$ cat config.mk
export PLATFORM = sky130hd
export DESIGN_NAME = rms_radio_mode_select
export DESIGN_NICKNAME = d
export VERILOG_FILES = /design/src/design/rms_pkg.sv /design/src/design/rms_byte_reg.sv /design/src/design/rms_radio_mode_select.sv
export SDC_FILE = /design/constraint.sdc
export NUM_CORES = 1
export LEC_CHECK = 0
export CORE_ASPECT_RATIO = 0.6
export CORE_MARGIN = 4
export CORE_UTILIZATION = 45
export DETAILED_ROUTE_END_ITERATION = 10
export DONT_BUFFER_PORTS = 1
export PLACE_DENSITY_LB_ADDON = 0.15
export SETUP_SLACK_MARGIN = 0.1
export SYNTH_ARGS = -nofsm -noshare
export SYNTH_HDL_FRONTEND = slang
export SYNTH_HIERARCHICAL = 1
export SYNTH_SLANG_ARGS = --single-unit
export TNS_END_PERCENT = 50
$ cat constraint.sdc
create_clock -name clk -period 3.83 [get_ports clk]
set_input_delay 0.383 -clock clk [delete_from_list [all_inputs] [get_ports clk]]
set_output_delay 0.383 -clock clk [all_outputs]
set_load 0.05 [all_outputs]
$ cat src/design/rms_pkg.sv
package rms_pkg;

    // register addresses on the 5-bit control address
    localparam logic [4:0] CHIP_SETUP_ADDR    = 5'h00;
    localparam logic [4:0] SWITCH_SOURCE_ADDR = 5'h02;
    localparam logic [4:0] FIRST_MODE_ADDR    = 5'h06;
    localparam logic [4:0] SECOND_MODE_ADDR   = 5'h09;

    // register slots
    localparam int REG_COUNT       = 4;
    localparam int CHIP_SETUP_IDX  = 0;
    localparam int SWITCH_SRC_IDX  = 1;
    localparam int FIRST_MODE_IDX  = 2;
    localparam int SECOND_MODE_IDX = 3;

    // field positions
    localparam int MODE_SEL_BIT = 0;
    localparam int EXT_SEL_BIT  = 3;
    localparam int SUB_MSB      = 7;
    localparam int SUB_LSB      = 6;

    // values after reset
    localparam logic [7:0] REG_RESET  = 8'h00;
    localparam logic       MODE_RESET = 1'h0;
    localparam logic       SLEEP_RESET    = 1'h1;
    localparam logic       FLAG_RESET     = 1'h0;
    localparam logic       PIN_OUT_RESET  = 1'h0;
    localparam logic       PIN_OE_RESET   = 1'h1;
    localparam logic [7:0] RD_DATA_RESET  = 8'h00;
    localparam logic       RD_VALID_RESET = 1'h0;

    // sub-mode field encoding
    typedef enum logic [1:0] {
        SUB_SLEEP    = 2'h0,
        SUB_STANDBY  = 2'h1,
        SUB_RECEIVE  = 2'h2,
        SUB_TRANSMIT = 2'h3
    } rms_sub_type;

    // address of a register slot
    function automatic logic [4:0] reg_addr(input int idx);
        case (idx)
            CHIP_SETUP_IDX:  reg_addr = CHIP_SETUP_ADDR;
            SWITCH_SRC_IDX:  reg_addr = SWITCH_SOURCE_ADDR;
            FIRST_MODE_IDX:  reg_addr = FIRST_MODE_ADDR;
            default:         reg_addr = SECOND_MODE_ADDR;
        endcase
    endfunction : reg_addr

endpackage : rms_pkg

$ cat src/design/rms_byte_reg.sv
`timescale 1ns/1ns
module rms_byte_reg (
    // clock and reset
    input  wire logic       clk,
    input  wire logic       reset,
    // write side
    input  wire logic       writeEn,
    input  wire logic [7:0] writeData,
    // stored value
    output logic      [7:0] value
);

    logic [7:0] value_reg;
    logic [7:0] value_next;

    assign value_next = writeEn ? writeData : value_reg;
    assign value      = value_reg;

    always_ff @(posedge clk) begin
        if (reset) begin
            value_reg <= rms_pkg::REG_RESET;
        end else begin
            value_reg <= value_next;
        end
    end

endmodule : rms_byte_reg

$ cat src/design/rms_radio_mode_select.sv
// Function
// - two main modes, each with its own register; exactly one active
// - each main mode selects one of four sub-modes
// - host switches modes by register writes or by the select pin
// - external-select bit picks pin or chip-setup bit 0 as mode chooser
// - mode 1 takes sub-mode from bits 7..6 at address 06
// - mode 2 takes sub-mode from bits 7..6 at address 09
// - sub-mode 00 sleep, 01 standby, 10 receive, 11 transmit
`timescale 1ns/1ns
module rms_radio_mode_select (
    // clock and reset
    input  wire logic       clk,
    input  wire logic       reset,
    // register access port
    input  wire logic [4:0] regAddr,
    input  wire logic       regWrEn,
    input  wire logic [7:0] regWrData,
    input  wire logic       regRdEn,
    output logic      [7:0] regRdData,
    output logic            regRdValid,
    // mode-select pin
    input  wire logic       switchIn,
    output logic            switchOut,
    output logic            switchOe,
    // operating state
    output logic            activeMode,
    output logic      [1:0] subMode,
    output logic            sleepMode,
    output logic            standbyMode,
    output logic            receiveMode,
    output logic            transmitMode
);

    // register file
    logic [7:0] regValue [rms_pkg::REG_COUNT];
    logic [7:0] readTerm [rms_pkg::REG_COUNT];
    logic [rms_pkg::REG_COUNT-1:0] regHit;

    genvar gi;
    generate
        for (gi = 0; gi < rms_pkg::REG_COUNT; gi = gi + 1) begin : g_reg
            assign regHit[gi] = (regAddr == rms_pkg::reg_addr(gi));
            rms_byte_reg u_reg (
                .clk       (clk),
                .reset     (reset),
                .writeEn   (regWrEn & regHit[gi]),
                .writeData (regWrData),
                .value     (regValue[gi])
            );
            assign readTerm[gi] = regHit[gi] ? regValue[gi] : 8'h00;
        end
    endgenerate

    // read data, unmapped addresses read zero
    logic [7:0] readMux;
    assign readMux = readTerm[0] | readTerm[1] | readTerm[2] | readTerm[3];

    // source selection
    logic extSelect;
    logic regModeSel;
    logic modeSelect;
    logic [1:0] firstSub;
    logic [1:0] secondSub;
    rms_pkg::rms_sub_type subSelect;

    assign extSelect  = regValue[rms_pkg::SWITCH_SRC_IDX][rms_pkg::EXT_SEL_BIT];
    assign regModeSel = regValue[rms_pkg::CHIP_SETUP_IDX][rms_pkg::MODE_SEL_BIT];
    assign modeSelect = extSelect ? switchIn : regModeSel;
    assign firstSub   = regValue[rms_pkg::FIRST_MODE_IDX][rms_pkg::SUB_MSB:rms_pkg::SUB_LSB];
    assign secondSub  = regValue[rms_pkg::SECOND_MODE_IDX][rms_pkg::SUB_MSB:rms_pkg::SUB_LSB];
    assign subSelect  = rms_pkg::rms_sub_type'(modeSelect ? secondSub : firstSub);

    logic sleep_next;
    logic standby_next;
    logic receive_next;
    logic transmit_next;
    always_comb begin
        sleep_next    = 1'h0;
        standby_next  = 1'h0;
        receive_next  = 1'h0;
        transmit_next = 1'h0;
        case (subSelect)
            rms_pkg::SUB_SLEEP:    sleep_next    = 1'h1;
            rms_pkg::SUB_STANDBY:  standby_next  = 1'h1;
            rms_pkg::SUB_RECEIVE:  receive_next  = 1'h1;
            rms_pkg::SUB_TRANSMIT: transmit_next = 1'h1;
            default:               sleep_next    = 1'h1;
        endcase
    end

    // pin driven when external select off
    logic pinOe_next;
    logic pinOut_next;
    assign pinOe_next  = ~extSelect;
    assign pinOut_next = ~extSelect & transmit_next;

    // mode and read answer next values
    logic       mode_next;
    logic [1:0] sub_next;
    logic [7:0] rdData_next;
    logic       rdValid_next;
    assign mode_next    = modeSelect;
    assign sub_next     = subSelect;
    assign rdData_next  = regRdEn ? readMux : 8'h00;
    assign rdValid_next = regRdEn;

    // output registers
    logic       mode_reg;
    logic [1:0] sub_reg;
    logic       sleep_reg;
    logic       standby_reg;
    logic       receive_reg;
    logic       transmit_reg;
    logic       pinOut_reg;
    logic       pinOe_reg;
    logic [7:0] rdData_reg;
    logic       rdValid_reg;

    always_ff @(posedge clk) begin
        if (reset) begin
            mode_reg <= rms_pkg::MODE_RESET;
        end else begin
            mode_reg <= mode_next;
        end
    end

    always_ff @(posedge clk) begin
        if (reset) begin
            sub_reg <= rms_pkg::SUB_SLEEP;
        end else begin
            sub_reg <= sub_next;
        end
    end

    always_ff @(posedge clk) begin
        if (reset) begin
            sleep_reg <= rms_pkg::SLEEP_RESET;
        end else begin
            sleep_reg <= sleep_next;
        end
    end

    always_ff @(posedge clk) begin
        if (reset) begin
            standby_reg <= rms_pkg::FLAG_RESET;
        end else begin
            standby_reg <= standby_next;
        end
    end

    always_ff @(posedge clk) begin
        if (reset) begin
            receive_reg <= rms_pkg::FLAG_RESET;
        end else begin
            receive_reg <= receive_next;
        end
    end

    always_ff @(posedge clk) begin
        if (reset) begin
            transmit_reg <= rms_pkg::FLAG_RESET;
        end else begin
            transmit_reg <= transmit_next;
        end
    end

    always_ff @(posedge clk) begin
        if (reset) begin
            pinOut_reg <= rms_pkg::PIN_OUT_RESET;
        end else begin
            pinOut_reg <= pinOut_next;
        end
    end

    always_ff @(posedge clk) begin
        if (reset) begin
            pinOe_reg <= rms_pkg::PIN_OE_RESET;
        end else begin
            pinOe_reg <= pinOe_next;
        end
    end

    // read data answer
    always_ff @(posedge clk) begin
        if (reset) begin
            rdData_reg <= rms_pkg::RD_DATA_RESET;
        end else begin
            rdData_reg <= rdData_next;
        end
    end

    // read valid answer
    always_ff @(posedge clk) begin
        if (reset) begin
            rdValid_reg <= rms_pkg::RD_VALID_RESET;
        end else begin
            rdValid_reg <= rdValid_next;
        end
    end

    // outputs straight from the flops
    assign activeMode   = mode_reg;
    assign subMode      = sub_reg;
    assign sleepMode    = sleep_reg;
    assign standbyMode  = standby_reg;
    assign receiveMode  = receive_reg;
    assign transmitMode = transmit_reg;
    assign switchOut    = pinOut_reg;
    assign switchOe     = pinOe_reg;
    assign regRdData    = rdData_reg;
    assign regRdValid   = rdValid_reg;

endmodule : rms_radio_mode_select

# [Yosys cells after proc, flatten, opt, wreduce, memory -nomap -nowiden]
# Index checks and enable logic that the tools add are counted.
[word_totals] reg_bits=50 in_bits=18 out_inout_bits=18 word_cells=43
[classes] eq_ne=6 n_mux=10 n_bitwise=10 reduce_logical=3
[op_table] operator="8-bit two-way mux" n=4
[op_table] operator="8-bit bitwise OR" n=3
[op_table] operator="1-bit bitwise AND" n=5
[op_table] operator="5-bit by 2-bit == test with 1-bit output, second input constant" n=1
[op_table] operator="5-bit by 3-bit == test with 1-bit output, second input constant" n=1
[op_table] operator="5-bit by 4-bit == test with 1-bit output, second input constant" n=1
[op_table] operator="5-bit zero test" n=1
[op_table] operator="1-bit two-way mux" n=5
[op_table] operator="2-bit == test, second input constant" n=2
[op_table] operator="2-bit by 1-bit == test with 1-bit output, second input constant" n=1
[op_table] operator="2-bit zero test" n=1
[op_table] operator="2-bit two-way mux" n=1
[op_table] operator="1-bit inverter" n=2
[op_table] operator="2-bit OR reduction" n=1

# [Depth between registers and ports, before layout]
[logic_depth] ltp_word=5 depth_mapped=6 depth_no_buf=5

# [Modules after synthesis]
# The synthesis kept the hierarchy.
[modules_own_cells] mod="rms_byte_reg" instances=4 cells_each=26 area_each_um2=285.3
[modules_own_cells] mod="rms_radio_mode_select" instances=1 cells_each=79 area_each_um2=829.5

# [Least setup slack after synthesis]
# Ideal clock, no wire load.
[synth_path] kind="input port to flip-flop" from="in regAddr[2]" to="reg g_reg[0].u_reg.value_reg[0]" arrival_time_ns=1.404 path_slack_ns=2.302 stages=6 path_buffers=2 cell_sequence="buf_2 > nor2_1 > and3_1 > buf_6 > mux2i_1 > nor2_1"
[synth_between] elab_chain_cells=2
[synth_rtl] item="start, declared" line_no="rms_radio_mode_select.sv:15" rtl="input wire logic [4:0] regAddr,"
[synth_rtl] item="5-bit zero test" line_no="rms_radio_mode_select.sv:42" rtl="assign regHit[gi] = (regAddr == rms_pkg::reg_addr(gi));"
[synth_rtl] item="1-bit bitwise AND" line_no="rms_radio_mode_select.sv:46" rtl=".writeEn (regWrEn & regHit[gi]),"
[synth_rtl] item="end signal, assigned" line_no="rms_byte_reg.sv:21" rtl="value_reg <= rms_pkg::REG_RESET;"
[synth_rtl] item="end signal, assigned" line_no="rms_byte_reg.sv:23" rtl="value_reg <= value_next;"
[synth_rtl] item="end, declared" line_no="rms_byte_reg.sv:13" rtl="logic [7:0] value_reg;"
# Every way passes these cells.
# A chain may end at the register's enable or synchronous reset.

# [Worst setup path in the final report]
[layout_path] from="in regAddr[0]" to="reg g_reg[1].u_reg.value_reg[1]"
[layout_between] elab_chain_cells=2
[layout_rtl] item="5-bit by 2-bit == test with 1-bit output" line_no="rms_radio_mode_select.sv:42"
[layout_rtl] item="1-bit bitwise AND" line_no="rms_radio_mode_select.sv:46"
[layout_rtl] item="end signal, assigned" line_no="rms_byte_reg.sv:21"
[layout_rtl] item="end signal, assigned" line_no="rms_byte_reg.sv:23"
[layout_rtl] item="end, declared" line_no="rms_byte_reg.sv:13"
# Every way passes these cells.

==> results.ini <==
[setup_path]
critPathMaxStageDelay_ps = 770
end_kind = flip-flop
crit_fanout = 11
crit_type = input pin to flip-flop
worst_ep_required_time_ps = 4030
r2r_setup_slack_ps = 2320
start_kind = input pin
crit_path_cell_trace = nor4b_4 > nand2_1 > nor2_1 > mux2i_1 > nor2_1
cpMaxStageDelayCell = nor2_1
worst_path_most_repeated_cell = nor2_1
cp_data_arrival_time_ps = 2140

[synth]
synth.yosys.seq_area_share_pct = 50.79
postSynthAreaPerCell_um2 = 10.77
ys.flop_type = dfxtp_1
synth_top_area_share_pct = 50.79
synth.distinct_cells = 24
synthTopCellsByCount = dfxtp_1, nor2_1, mux2i_1
ys_seq_elements = 50
synthCells = 183
synth_edf_count = 0
synth_most_common_cell = dfxtp_1
syn-num-nets = 201
yosys_warnings = 6
async_flop_share_pct = 0
synth.cell_area_mm2 = 0.001971
synth_area_leaders = dfxtp_1, mux2i_1, nor2_1
synth_top_area_cell = dfxtp_1

[timing]
slew_violations = 0
skew_ps = 3.184
final_hold_viol_count = 0
setup_tns_ps = 0
timing.final.crit_period_ps = 1940
worst_pin_slew_ps = 1004
setup_viol = 0
fmax_mhz = 515.3
timing.final.crit_share_pct = 50.67
maxSlewHeadroom_pct = 32.84
grt_setup_unrepaired = no

[floorplanning]
dieHeight_um = 59.26
io_pins = 36
start_util_pct = 47.30
die_area_mm2 = 0.005537
rows = 18
core-area_mm2 = 0.004167
die_x_um = 93.43

[layout]
final_nets = 196
syn_to_final_growth_pct = 4.508
final_util_pct = 49.43
drive_above_1_share_pct = 11.73
insertedDiodeCount = 0
largest_reg_flops = 32

[route]
drc = 0
wl_per_cell_um = 17.78
wirelength_um = 4249
drt-initial-drc-count = 74
ant_nets = 0
dr_total_vias = 1279
drt_first_pass_iters = 4
routed_via_density = 5.351

[clock_tree]
hold_buffers = 0
clk_pin_slew_ps = 80
cts-htree-levels = 2
cts_buffers = 5
cts_setup_buffers = 0
cts.sinks = 50
cts_tree = built
clk_latency_ps = 300
cts_buffer_depth = 2
cts_root_buffer = clkbuf_8
cts-resized-gates = 0

[run]
maxCapViolations = 0

[worst_hold_path]
min_path_type = input pin to flip-flop

[global_route]
grt_pass1_wl_um = 6644
globalRouteOverflowTotal = 0
track_usage_pct = 16.34
grt_pass1_vias = 1251
antenna_found_initial = 0
grt_start_max_net_pins = 43

[power_and_ir_drop]
leakagePower_uw = 0.0006825
power_density_mw_per_mm2 = 416.9
ir_drop_mv = 0.1825

[place]
io_buffers = 0
routabilityCongestion = 0.7697
dpl.hpwl_um = 2898

[status]
outcome = finished clean

[kinds of logic (layout without fill, tap and decap cells)]
family	count (synthesis)	in the layout	share of synthesized area, %
flip-flops	50	50	50.79
AND/OR/NAND/NOR	59	59	15.87
multiplexers	44	44	23.24
AO/OA/AOI/OAI	17	17	5.969
buffers and inverters	13	9	4.127
[critical path: cells and delay by family]
| kind | cells | cell delay [ps] |
|---|---|---|
| simple gates | 4 | 1460 |
| mux | 1 | 280 |
[where the power goes]
part | switching, uW | leakage [uW] | internal [uW]
logic | 9.90 | 0.000231 | 9.62
clock network | 165 | 0.0000482 | 146
registers | 5.37 | 0.000403 | 523
total | 180 | 0.000682 | 678
[final cells by class]
cell class / instances / area [um^2]
clock inverter: 1 / 5.005
multi-input combinational: 120 / 888.4
clock buffer: 7 / 86.33
tap: 60 / 75.07
inverter: 1 / 3.754
fill: 373 / 2107
sequential: 50 / 1001
[per-layer routing]
layer	vias up	wire [um]	track usage, %
li1	629	-	-
met1	597	1988	22.90
met2	46	1763	21.85
met3	7	453	7.741
met4	0	42	5.428
met5	-	0	0
[worst paths after layout]
| check | start | cells past startpoint | endpoint |
|---|---|---|---|
| hold / removal | reset | 1 | g_reg[3].u_reg/value[1] |
| setup / recovery | regAddr[0] | 5 | g_reg[1].u_reg/value[1] |
| hold reg to reg | g_reg[3].u_reg/value[2] | 2 | regRdData[2] |
| setup reg to reg | g_reg[1].u_reg/value[3] | 3 | receiveMode |
[metrics by stage]
step	power, uW	cell area, um^2	std cells	worst slack, ps	hold slack (ps)
global placement	559.4	1968	231	1691	458.9
floorplan	565.2	1971	183	2302	454.4
finish	858.6	2059	239	1890	149.2
global route	892.6	2059	239	1736	125.7
CTS	865.9	2059	239	1891	135.8
detailed placement	559.9	1968	231	1568	461.1
[cell usage in the layout (no fill, tap or decap), types with 2 or more instances in the layout]
| cell type | Yosys | routed |
|---|---|---|
| and3_1 | 3 | 3 |
| dfxtp_1 | 50 | 50 |
| a21oi_1 | 8 | 8 |
| nor2_1 | 37 | 37 |
| mux2i_2 | 2 | 2 |
| a32oi_1 | 7 | 7 |
| nor3b_1 | 3 | 3 |
| mux2i_1 | 34 | 34 |
| nor4b_4 | 2 | 2 |
| mux2_2 | 8 | 8 |
| clkbuf_8 | 0 | 6 |
| nand3_1 | 8 | 8 |
(Power assumes the default switching activity.)
